**config.mk**
```make
export PLATFORM = sky130hd
export DESIGN_NAME = hub_string_and_drive_config_bank
export DESIGN_NICKNAME = d
export VERILOG_FILES = /design/src/shared/hub_text_pkg.sv /design/src/hw/text_byte_mem.sv /design/src/hw/hub_string_and_drive_config_bank.sv
export VERILOG_INCLUDE_DIRS = /design/src /design/src/shared
export SDC_FILE = /design/constraint.sdc
export NUM_CORES = 2
export LEC_CHECK = 0
export BUFFER_PORTS_ARGS = -buffer_cell sky130_fd_sc_hd__buf_2
export CORE_MARGIN = 4
export CORE_UTILIZATION = 60
export CTS_BUF_LIST = sky130_fd_sc_hd__clkbuf_8
export DETAILED_ROUTE_END_ITERATION = 12
export PLACE_DENSITY = 0.83
export RECOVER_POWER = 50
export SYNTH_ARGS = -nofsm -noshare
export SYNTH_HDL_FRONTEND = slang
export SYNTH_HIERARCHICAL = 1
export SYNTH_SLANG_ARGS = --single-unit
```
**constraint.sdc**
```tcl
create_clock -name CLK -period 5.8 [get_ports CLK]
set_input_delay 1.16 -clock CLK [delete_from_list [all_inputs] [get_ports CLK]]
set_output_delay 1.16 -clock CLK [all_outputs]
set_load 0.1 [all_outputs]
```
**src/shared/hub_text_cfg.svh**
```systemverilog
// Offsets, field positions, reset values and limits of the string/drive bank
`ifndef HUB_TEXT_CFG_SVH
`define HUB_TEXT_CFG_SVH
`define OFS_SERIAL_LEN 8'h15
`define OFS_MAKER_FIRST 8'h16
`define OFS_MAKER_LAST 8'h53
`define OFS_PRODUCT_FIRST 8'h54
`define OFS_PRODUCT_LAST 8'h91
`define OFS_SERIAL_FIRST 8'h92
`define OFS_SERIAL_LAST 8'hCF
`define OFS_CHARGE_EN 8'hD0
`define OFS_UP_BOOST 8'hF6
`define OFS_DN_BOOST 8'hF8
`define OFS_LAST_PROTECTED 8'hFE
`define AREA_BYTES 8'h3E
`define TEXT_MAX_CHARS 8'h1F
`define TEXT_MEM_DEPTH 186
`define TEXT_IDX_W 8
`define CHARGE_MASK 8'h06
`define UP_BOOST_MASK 8'h03
`define DN_BOOST_MASK 8'h0F
`define RESET_BYTE 8'h00
`endif

```
**src/shared/hub_text_pkg.sv**
```systemverilog
// Types shared by the string and drive configuration bank
package hub_text_pkg;
  typedef logic [7:0] byte_t;
  typedef enum logic [1:0] {
    BOOST_NORMAL,
    BOOST_PLUS4,
    BOOST_PLUS8,
    BOOST_PLUS12
  } boost_level_t;
  typedef enum logic [1:0] {
    TEXT_MAKER,
    TEXT_PRODUCT,
    TEXT_SERIAL,
    TEXT_NONE
  } text_area_t;
endpackage

```
**src/hw/text_byte_mem.sv**
```systemverilog
// Byte-wide string storage with registered read data and clear-to-zero reset
`timescale 1ns/1ns
`default_nettype none
`include "hub_text_cfg.svh"
module text_byte_mem
  import hub_text_pkg::*;
(
  // Clock and reset
  input wire logic clk,
  input wire logic reset_n,
  // Write port
  input wire logic wr_en,
  input wire logic [7:0] wr_idx,
  input wire logic [7:0] wr_data,
  // Read port
  input wire logic [7:0] rd_idx,
  output logic [7:0] rd_data
);
  byte_t mem_reg [`TEXT_MEM_DEPTH];

  // Each byte is a flop so that every byte really resets to zero
  genvar i;
  generate
    for (i = 0; i < `TEXT_MEM_DEPTH; i++) begin : g_byte
      always_ff @(posedge clk or negedge reset_n) begin
        if (!reset_n) begin
          mem_reg[i] <= `RESET_BYTE;
        end else if (wr_en && wr_idx == 8'(i)) begin
          mem_reg[i] <= wr_data;
        end
      end
    end
  endgenerate

  always_ff @(posedge clk or negedge reset_n) begin
    if (!reset_n) begin
      rd_data <= `RESET_BYTE;
    end else if (rd_idx < 8'(`TEXT_MEM_DEPTH)) begin
      rd_data <= mem_reg[rd_idx];
    end else begin
      rd_data <= `RESET_BYTE;
    end
  end
endmodule
`default_nettype wire

```
**src/hw/hub_string_and_drive_config_bank.sv**
```systemverilog
// Serial length, descriptor strings, charging enables and drive boost bank
`timescale 1ns/1ns
`default_nettype none
`include "hub_text_cfg.svh"
// Overview of operation
// - Serial length register at 15h, reset zero
// - Maker string bytes at 16h-53h, reset zero
// - Product string bytes at 54h-91h, reset zero
// - Serial string bytes at 92h-CFh, reset zero
// - Each string at most 31 characters, 62 bytes
// - Charging enables at D0h, bits 2 and 1
// - Upstream boost in F6h bits 1:0
// - Port 2 boost in F8h bits 3:2
// - Port 1 boost in F8h bits 1:0
// - Attach blocks writes to 00h-FEh
module hub_string_and_drive_config_bank
  import hub_text_pkg::*;
(
  // Clock and reset
  input wire logic CLK,
  input wire logic RESET_N,
  // Register port from the configuration slave
  input wire logic REG_WR,
  input wire logic REG_RD,
  input wire logic [7:0] REG_ADDR,
  input wire logic [7:0] REG_WDATA,
  output logic [7:0] REG_RDATA,
  output logic REG_RVALID,
  // Attach state, write protect source
  input wire logic ATTACHED,
  // String descriptor fetch
  input wire logic DESC_REQ,
  input wire logic [1:0] DESC_AREA,
  input wire logic [7:0] DESC_BYTE,
  output logic [7:0] DESC_DATA,
  output logic DESC_VALID,
  output logic DESC_END,
  // Settings to the port logic
  output logic PORT1_CHARGE_EN,
  output logic PORT2_CHARGE_EN,
  output logic [1:0] UPSTREAM_BOOST_LEVEL,
  output logic [1:0] PORT1_BOOST_LEVEL,
  output logic [1:0] PORT2_BOOST_LEVEL
);
  ////////////////////////////////////////////////////////////////////////////
  logic [7:0] serial_text_length_reg;
  logic [7:0] charging_port_enables_reg;
  logic [7:0] upstream_drive_boost_reg;
  logic [7:0] downstream_drive_boost_reg;
  logic wr_ok;
  logic in_text;
  logic [7:0] wr_idx;
  logic [7:0] rd_idx;
  logic [7:0] mem_rd;
  logic [7:0] desc_base;
  logic [7:0] desc_limit;
  logic desc_in_range;
  logic rd_text_reg;
  logic desc_pend_reg;
  logic [7:0] ctl_rd_reg;

  // Attach is write-once upstream, so a plain gate suffices here
  assign wr_ok = REG_WR && !ATTACHED && REG_ADDR <= `OFS_LAST_PROTECTED;
  assign in_text = REG_ADDR >= `OFS_MAKER_FIRST &&
                   REG_ADDR <= `OFS_SERIAL_LAST;
  assign wr_idx = REG_ADDR - `OFS_MAKER_FIRST;

  // Byte count allowed for the selected area, twice the character count
  always_comb begin
    desc_base = `OFS_MAKER_FIRST;
    desc_limit = `RESET_BYTE;
    unique case (text_area_t'(DESC_AREA))
      TEXT_MAKER: begin
        desc_base = `OFS_MAKER_FIRST;
        desc_limit = `AREA_BYTES;
      end
      TEXT_PRODUCT: begin
        desc_base = `OFS_PRODUCT_FIRST;
        desc_limit = `AREA_BYTES;
      end
      TEXT_SERIAL: begin
        desc_base = `OFS_SERIAL_FIRST;
        // Lengths above 31 are clamped rather than reading into the next area
        if (serial_text_length_reg > `TEXT_MAX_CHARS) begin
          desc_limit = `AREA_BYTES;
        end else begin
          desc_limit = {serial_text_length_reg[6:0], 1'b0};
        end
      end
      TEXT_NONE: begin
        desc_base = `OFS_MAKER_FIRST;
        desc_limit = `RESET_BYTE;
      end
    endcase
  end
  assign desc_in_range = DESC_BYTE < desc_limit;

  // Descriptor fetch takes priority over a register read on the read port
  assign rd_idx = DESC_REQ ? (desc_base - `OFS_MAKER_FIRST + DESC_BYTE)
                           : wr_idx;

  text_byte_mem u_mem (
    .clk(CLK),
    .reset_n(RESET_N),
    .wr_en(wr_ok && in_text),
    .wr_idx(wr_idx),
    .wr_data(REG_WDATA),
    .rd_idx(rd_idx),
    .rd_data(mem_rd)
  );

  ////////////////////////////////////////////////////////////////////////////
  always_ff @(posedge CLK or negedge RESET_N) begin
    if (!RESET_N) begin
      serial_text_length_reg <= `RESET_BYTE;
    end else if (wr_ok && REG_ADDR == `OFS_SERIAL_LEN) begin
      serial_text_length_reg <= REG_WDATA;
    end
  end

  always_ff @(posedge CLK or negedge RESET_N) begin
    if (!RESET_N) begin
      charging_port_enables_reg <= `RESET_BYTE;
    end else if (wr_ok && REG_ADDR == `OFS_CHARGE_EN) begin
      charging_port_enables_reg <= REG_WDATA & `CHARGE_MASK;
    end
  end

  always_ff @(posedge CLK or negedge RESET_N) begin
    if (!RESET_N) begin
      upstream_drive_boost_reg <= `RESET_BYTE;
    end else if (wr_ok && REG_ADDR == `OFS_UP_BOOST) begin
      upstream_drive_boost_reg <= REG_WDATA & `UP_BOOST_MASK;
    end
  end

  always_ff @(posedge CLK or negedge RESET_N) begin
    if (!RESET_N) begin
      downstream_drive_boost_reg <= `RESET_BYTE;
    end else if (wr_ok && REG_ADDR == `OFS_DN_BOOST) begin
      downstream_drive_boost_reg <= REG_WDATA & `DN_BOOST_MASK;
    end
  end

  ////////////////////////////////////////////////////////////////////////////
  // Register reads answer one cycle later; control registers are staged so
  // that they line up with the memory's registered output
  always_ff @(posedge CLK or negedge RESET_N) begin
    if (!RESET_N) begin
      rd_text_reg <= 1'b0;
      ctl_rd_reg <= `RESET_BYTE;
      desc_pend_reg <= 1'b0;
    end else begin
      rd_text_reg <= in_text;
      desc_pend_reg <= DESC_REQ;
      unique case (REG_ADDR)
        `OFS_SERIAL_LEN: ctl_rd_reg <= serial_text_length_reg;
        `OFS_CHARGE_EN: ctl_rd_reg <= charging_port_enables_reg;
        `OFS_UP_BOOST: ctl_rd_reg <= upstream_drive_boost_reg;
        `OFS_DN_BOOST: ctl_rd_reg <= downstream_drive_boost_reg;
        default: ctl_rd_reg <= `RESET_BYTE;
      endcase
    end
  end

  // A read in the same cycle as a descriptor fetch is not served
  always_ff @(posedge CLK or negedge RESET_N) begin
    if (!RESET_N) begin
      REG_RVALID <= 1'b0;
    end else begin
      REG_RVALID <= REG_RD && !DESC_REQ;
    end
  end
  assign REG_RDATA = rd_text_reg ? mem_rd : ctl_rd_reg;

  always_ff @(posedge CLK or negedge RESET_N) begin
    if (!RESET_N) begin
      DESC_VALID <= 1'b0;
      DESC_END <= 1'b0;
    end else begin
      DESC_VALID <= DESC_REQ && desc_in_range;
      DESC_END <= DESC_REQ && !desc_in_range;
    end
  end
  assign DESC_DATA = mem_rd;

  ////////////////////////////////////////////////////////////////////////////
  assign PORT1_CHARGE_EN = charging_port_enables_reg[1];
  assign PORT2_CHARGE_EN = charging_port_enables_reg[2];
  assign UPSTREAM_BOOST_LEVEL = upstream_drive_boost_reg[1:0];
  assign PORT2_BOOST_LEVEL = downstream_drive_boost_reg[3:2];
  assign PORT1_BOOST_LEVEL = downstream_drive_boost_reg[1:0];

  ////////////////////////////////////////////////////////////////////////////
  chk_attach_blocks: assert property (@(posedge CLK) disable iff (!RESET_N)
    ATTACHED && REG_WR |=> $stable(charging_port_enables_reg) &&
    $stable(serial_text_length_reg))
    else $error("write accepted while attached");
  chk_charge_write: assert property (@(posedge CLK) disable iff (!RESET_N)
    REG_WR && !ATTACHED && REG_ADDR == 8'hD0 |=>
    charging_port_enables_reg == ($past(REG_WDATA) & 8'h06))
    else $error("charging enable write wrong");
  chk_up_boost_write: assert property (@(posedge CLK) disable iff (!RESET_N)
    REG_WR && !ATTACHED && REG_ADDR == 8'hF6 |=>
    UPSTREAM_BOOST_LEVEL == $past(REG_WDATA[1:0]) &&
    upstream_drive_boost_reg[7:2] == 6'h00)
    else $error("upstream boost write wrong");
  chk_p2_boost_write: assert property (@(posedge CLK) disable iff (!RESET_N)
    REG_WR && !ATTACHED && REG_ADDR == 8'hF8 |=>
    PORT2_BOOST_LEVEL == $past(REG_WDATA[3:2]))
    else $error("port 2 boost write wrong");
  chk_p1_boost_write: assert property (@(posedge CLK) disable iff (!RESET_N)
    REG_WR && !ATTACHED && REG_ADDR == 8'hF8 |=>
    PORT1_BOOST_LEVEL == $past(REG_WDATA[1:0]) &&
    downstream_drive_boost_reg[7:4] == 4'h0)
    else $error("port 1 boost write wrong");
  chk_len_write: assert property (@(posedge CLK) disable iff (!RESET_N)
    REG_WR && !ATTACHED && REG_ADDR == 8'h15 |=>
    serial_text_length_reg == $past(REG_WDATA))
    else $error("serial length write wrong");
  chk_text_readback: assert property (@(posedge CLK) disable iff (!RESET_N)
    REG_WR && !ATTACHED && in_text ##1 REG_RD && !REG_WR && !DESC_REQ &&
    REG_ADDR == $past(REG_ADDR) |=> REG_RVALID &&
    REG_RDATA == $past(REG_WDATA, 2))
    else $error("string byte read back wrong");
  chk_serial_limit: assert property (@(posedge CLK) disable iff (!RESET_N)
    DESC_REQ && DESC_AREA == 2'h2 && DESC_BYTE >= 8'h3E |=>
    DESC_END && !DESC_VALID)
    else $error("serial fetch past 62 bytes");
  chk_fetch_length: assert property (@(posedge CLK) disable iff (!RESET_N)
    DESC_REQ && DESC_AREA == 2'h2 && serial_text_length_reg <= 8'h1F |=>
    DESC_VALID == ($past(DESC_BYTE) < {$past(serial_text_length_reg[6:0]),
    1'b0}))
    else $error("serial fetch ignores length");
  cov_text_write: cover property (@(posedge CLK) disable iff (!RESET_N)
    wr_ok && in_text);
  cov_blocked_write: cover property (@(posedge CLK) disable iff (!RESET_N)
    REG_WR && ATTACHED);
  cov_fetch_end: cover property (@(posedge CLK) disable iff (!RESET_N)
    DESC_VALID ##1 DESC_END);
endmodule
`default_nettype wire

```
== Word-level counts from Yosys, hierarchy flattened ==
Cells that the tools add are included.

* Flip-flop bits (word level): 1524
* Output and inout port bits: 27
* Word-level logic and storage cells: 613

* Add/subtract/negate cells: 3
* $lt $le $gt $ge: 7
* Eq/ne operators: 192
* Mux-type cells: 10
* Bitwise logic cells: 1
* Reduce and logical (&&, ||, !) cells: 204

{| class="wikitable"
|+ Operators with widths
! operator !! count
|-
| == test 8 x 7 -> 1 bit (second input constant) || 64
|-
| == test 8 bit (second input constant) || 61
|-
| == test 8 x 6 -> 1 bit (second input constant) || 32
|-
| logical AND 1 bit || 197
|-
| == test 8 x 5 -> 1 bit (second input constant) || 17
|-
| binary-select mux 8 bit (select 8 bit) || 1
|-
| == test 8 x 4 -> 1 bit (second input constant) || 8
|-
| 2-to-1 mux 8 bit || 6
|-
| case mux 8 bit (3 select lines) || 2
|-
| == test 8 x 3 -> 1 bit (second input constant) || 4
|-
| case mux 8 bit (4 select lines) || 1
|-
| == test 8 x 2 -> 1 bit (second input constant) || 2
|-
| <= comparator 8 bit (second input constant) || 2
|-
| subtractor 8 x 5 -> 8 bit (second input constant) || 2
|-
| >= comparator 9 bit (second input constant) || 1
|-
| NOT 8 -> 9 bit || 1
|-
| adder 8 bit || 1
|-
| == test 8 x 1 -> 1 bit (second input constant) || 1
|-
| >= comparator 8 x 5 -> 1 bit (second input constant) || 1
|-
| > comparator 8 x 5 -> 1 bit (second input constant) || 1
|-
| zero test 8 bit || 1
|-
| less-than comparator 8 bit || 1
|-
| less-than comparator 8 bit (second input constant) || 1
|-
| == test 2 bit (second input constant) || 2
|-
| other kinds (4) || 7
|}

== Logic depth before layout (Yosys ltp) ==
* Depth in word-level cells: 11
* Mapped depth: 18

== Hierarchy ==
Netlist, hierarchy kept.

{| class="wikitable"
|+ By module, submodules not included
! module !! times used !! cells each !! area each (µm²) !! seq. area each (µm²)
|-
| text_byte_mem || 1 || 4444 || 68329.3 || 37435.9
|-
| hub_string_and_drive_config_bank || 1 || 190 || 1929.4 || 700.7
|}

== Worst setup path after synthesis ==
No wires, ideal clock.

* Kind: input port to flip-flop
* Start: input port DESC_AREA[0]
* End: register u_mem.rd_data[3]
* Setup time: 0.147 ns
* Data arrival time: 4.009 ns
* Data required time: 5.653 ns
* Path slack: 1.645 ns
* Stages on the path: 15
* Path buffers: 5
* Cell sequence: nand2b_1 > ha_1 > ha_1 > inv_1 > fa_1 > o21ai_0 > clkbuf_1 > buf_2 > buf_2 > buf_2 > buf_1 > nand3_1 > o2111a_1 > a211oi_1 > o22ai_1

* Longest elaborated chain between the ends: 11

{| class="wikitable"
|+ Ends and longest elaborated chain
! element !! RTL line !! RTL
|-
| from (decl) || hub_string_and_drive_config_bank.sv:33 || <nowiki>input wire logic [1:0] DESC_AREA,</nowiki>
|-
| == test 2 bit / zero test 2 bit (equally long branches) || hub_string_and_drive_config_bank.sv:72 || <nowiki>unique case (text_area_t'(DESC_AREA))</nowiki>
|-
| OR reduction 2 bit (no source line) || - ||
|-
| case mux 8 bit (3 select lines) * || hub_string_and_drive_config_bank.sv:72 ||
|-
| subtractor 8 x 5 -> 8 bit (no source line) * || - ||
|-
| adder 8 bit * || hub_string_and_drive_config_bank.sv:99 || <nowiki>assign rd_idx = DESC_REQ ? (desc_base - `OFS_MAKER_FIRST + DESC_BYTE)</nowiki>
|-
| 2-to-1 mux 8 bit * || hub_string_and_drive_config_bank.sv:99 ||
|-
| named net rd_idx[3] || hub_string_and_drive_config_bank.sv:53 || <nowiki>logic [7:0] rd_idx;</nowiki>
|-
| NOT 8 -> 9 bit (implied by the code) || text_byte_mem.sv:39 || <nowiki>rd_data <= mem_reg[rd_idx];</nowiki>
|-
| binary-select mux 8 bit (select 8 bit) || text_byte_mem.sv:39 ||
|-
| 2-to-1 mux 8 bit (implied by the code) (2 in a row) || text_byte_mem.sv:39 ||
|-
| 2-to-1 mux 8 bit * || text_byte_mem.sv:38 || <nowiki>end else if (rd_idx < 8'(`TEXT_MEM_DEPTH)) begin</nowiki>
|-
| to (signal assigned) || text_byte_mem.sv:37 || <nowiki>rd_data <= `RESET_BYTE;</nowiki>
|-
| to (signal assigned) || text_byte_mem.sv:39 ||
|-
| to (signal assigned) || text_byte_mem.sv:41 || <nowiki>rd_data <= `RESET_BYTE;</nowiki>
|-
| to (decl) || text_byte_mem.sv:17 || <nowiki>output logic [7:0] rd_data</nowiki>
|}

Mark *: on every way through the listed nets, which the timed path passes. The rest lies on a longest branch. The select of a mux whose other input is x is not followed.
A chain may end at the register's enable or synchronous reset.

==> impl_metrics.json <==
{
  "finalSetupTns_ns": 0,
  "clkPwrFrac": 0.389,
  "min_period_ns": 4.54,
  "hold_start": "REG_RD",
  "synth.area.mux_share": 0.370,
  "post-route-period-util": 0.784,
  "grt.total_usage": 0.315,
  "first_pass_iters": 5,
  "synth_top_family_by_area": "multiplexers",
  "p_seq_frac": 0.489,
  "rsz0062_at_grt": "false",
  "first_global_vias": 45184,
  "required_ns": 6.69,
  "start_util": 0.605,
  "max_freq_mhz": 220,
  "clockBufferDepth": 3,
  "path_cells": "clkbuf_2 -> clkbuf_2",
  "worstSkewPairLatency_ns": 0.96,
  "critPathKind": "input port to async pin",
  "cts_resized": 0,
  "htreeDepth": 4,
  "yosysUniqueCellTypes": 81,
  "max_slew.worst_pin.slew_ns": 4.36,
  "power_leakage_nw": 38.3,
  "dieWidth_um": 350,
  "viasPerCell": 6.60,
  "die_h_um": 350,
  "wirelength_mm": 190,
  "max-slew-margin-rel": -1.90,
  "synth_xor_area_frac": 0.00125,
  "status": "finished, violations left",
  "switching_power_mw": 6.23,
  "grt_max_degree": 191,
  "crit_path_top_delay_cell": "clkbuf_2",
  "cp_common_cell": "clkbuf_2",
  "synth-edff-count": 0,
  "path_depth": 2,
  "synth_simple_gate_area_frac": 0.0269,
  "worst_path_dominant_cell_family": "buffers and inverters",
  "synth_compound_area_frac": 0.0313,
  "drv_slew": 144,
  "synthTopCellsByCount": "mux2_2, dfrtp_1, mux4_2",
  "endpoint_kind": "async pin",
  "seq_area_frac_synth": 0.543,
  "syn_area_um2": 70300,
  "min_path_cells": 2,
  "place.gp.congestion": 0.983,
  "cap_violations": 2,
  "dpl.hpwl_mm": 123,
  "p_total_mw": 23.0,
  "synth_most_common_cell": "mux2_2",
  "swShare": 0.271,
  "critPathMaxFanout": 143,
  "hold_class": "input port to flop",
  "r2r_slack_ns": 3.42,
  "postSynth.asyncResetShare": 1.00,
  "ys_ff_latch": 1524,
  "vias": 43035,
  "gr-total-overflow": 0,
  "startpoint": "RESET_N",
  "r2r-start": "u_mem/mem_reg[1237]$_DFFE_PN0P_",
  "synth_flop_cell": "dfrtp_1",
  "antenna_found_initial": 3,
  "setup_viol": 0,
  "pwr-share-comb": 0.122,
  "synth_top_area_cell": "dfrtp_1",
  "cts_tree": "built",
  "clk_pin_slew_ns": 0.06,
  "dieArea_um2": 123000,
  "synth_area_per_cell_um2": 15.2,
  "ant_nets": 0,
  "avgRoutedWirePerCell_um": 29.2,
  "cts_made_buffers": 231,
  "fin_skew_ns": 0.0567,
  "cts.root.buffer_cell": "clkbuf_8",
  "post-place-ws_ns": 0.624,
  "drive_above_1_share": 0.500,
  "ioPinCount": 59,
  "synthAdderAreaFrac": 0.00296,
  "netlist.area_leader.share": 0.543,
  "powerDensity_nw_per_um2": 296,
  "cp_data_arrival_time_ns": 5.44,
  "setup_slack_ns": 1.26,
  "clkSinkCount": 1524,
  "syn_inst": 4634,
  "drc": 0,
  "nets": 4857,
  "vdd_drop_max_v": 0.000256,
  "timing.rr.end": "u_mem/rd_data[5]$_DFF_PN0_",
  "row_count": 125,
  "hold_viol": 0,
  "drt-initial-drc-count": 3982,
  "reg2reg_depth": 6,
  "critical_path_buf_inv_count": 2,
  "hold_path_end": "REG_RVALID$_DFF_PN0_",
  "yosysWarnings": 6,
  "design.core.area_um2": 116000,
  "area_growth_pct": 10.5,
  "p_int_mw": 16.8,
  "largest_reg_flops": 1488,
  "postCtsSetupRepairBufs": 0,
  "grt_pass1_wl_mm": 289,
  "fill_cells": 7732,
  "synthTopCellsByArea": "dfrtp_1, mux2_2, mux4_2",
  "cp_slowest_stage_delay_ns": 2.87,
  "io_buffers": 58,
  "hold_buffers": 0,
  "violations": "max-capacitance violations, max-slew violations",
  "cp-start-kind": "input port"
}
-- logic make-up after synthesis --
| logic type | after synthesis |
|---|---|
| buffers and inverters | 361 |
| other | 1 |
| AOI/OAI and AO/OA | 299 |
| muxes | 2008 |
| DFF | 1524 |
| xor gates and xnor gates | 10 |
| adders and majority gates | 16 |
| and+or+nand+nor | 415 |
-- metrics by stage --
step | utilization | instances | area [µm²] | hold WS [ns]
2_1_floorplan | - | 4635 | 70300 | 0.468
3_3_place_gp | 0.628 | 6100 | 72900 | 0.479
3_5_place_dp | 0.628 | 6100 | 72900 | 0.487
4_1_cts | 0.668 | 6513 | 77700 | 0.285
5_1_grt | 0.668 | 6515 | 77600 | 0.431
6_report | 0.668 | 6519 | 77600 | 0.452
-- layout make-up --
type,count,area [µm²],share of cell area
multi-input cells,2750,30400,0.392
flip-flops and latches,1524,38100,0.491
diodes,6,15.0,0.000193
well taps,1524,1910,0.0246
inverters,23,86.3,0.00111
clock inverters,119,677,0.00872
clock buffers,294,4050,0.0521
repair buffers,279,2320,0.0299
-- routing by layer --
metal  vias to the layer above  part of all wire  global-route usage
met5                         -           0.00073             0.00824
met2                      1832              0.46               0.476
met4                         2             0.058               0.169
met3                       535             0.091              0.0869
li1                      17724                 -                   -
met1                     22942              0.39               0.419
-- power by group through the flow --
stage / Combinational [mW] / Sequential, mW / Clock (mW)
3_5_place_dp: 2.76 / 11.4 / 0
5_1_grt: 2.94 / 11.3 / 9.57
6_report: 2.80 / 11.2 / 8.96
3_3_place_gp: 2.71 / 11.4 / 0
4_1_cts: 2.78 / 11.2 / 9.08
2_1_floorplan: 1.62 / 11.5 / 0
-- worst max-delay path by stage --
stage | to | slack (ns)
after floorplan | u_mem/rd_data[3]$_DFF_PN0_ | 1.64
after global placement | u_mem/rd_data[3]$_DFF_PN0_ | 0.71
after detailed placement | u_mem/rd_data[4]$_DFF_PN0_ | 0.62
after CTS | u_mem/rd_data[3]$_DFF_PN0_ | 1.66
after global routing | u_mem/mem_reg[617]$_DFFE_PN0P_ | 0.65
final | u_mem/mem_reg[608]$_DFFE_PN0P_ | 1.26
-- layout by cell type (no fill, tap or decap), types with 6 or more instances in the layout --
master,n
mux2_2,1539
dfrtp_1,1524
mux4_2,312
clkbuf_8,294
buf_4,189
mux2i_1,152
nor2_1,145
nand2_1,138
inv_1,104
a21oi_1,54
o221ai_1,51
buf_2,46
a221oi_1,28
a22oi_1,27
o21ai_0,27
buf_12,27
a211oi_1,23
nand3_1,22
clkinv_2,20
nor2b_1,17
ha_1,15
nand2b_1,13
nor3_1,13
a22o_1,11
a31oi_1,10
and2_1,10
or3_1,9
o211ai_1,9
buf_6,8
xnor2_1,7
o22ai_1,7
diode_2,6
nor4_1,6
and2_2,6
bufinv_16,6
nand2_2,6
(Power assumes the default switching activity.)
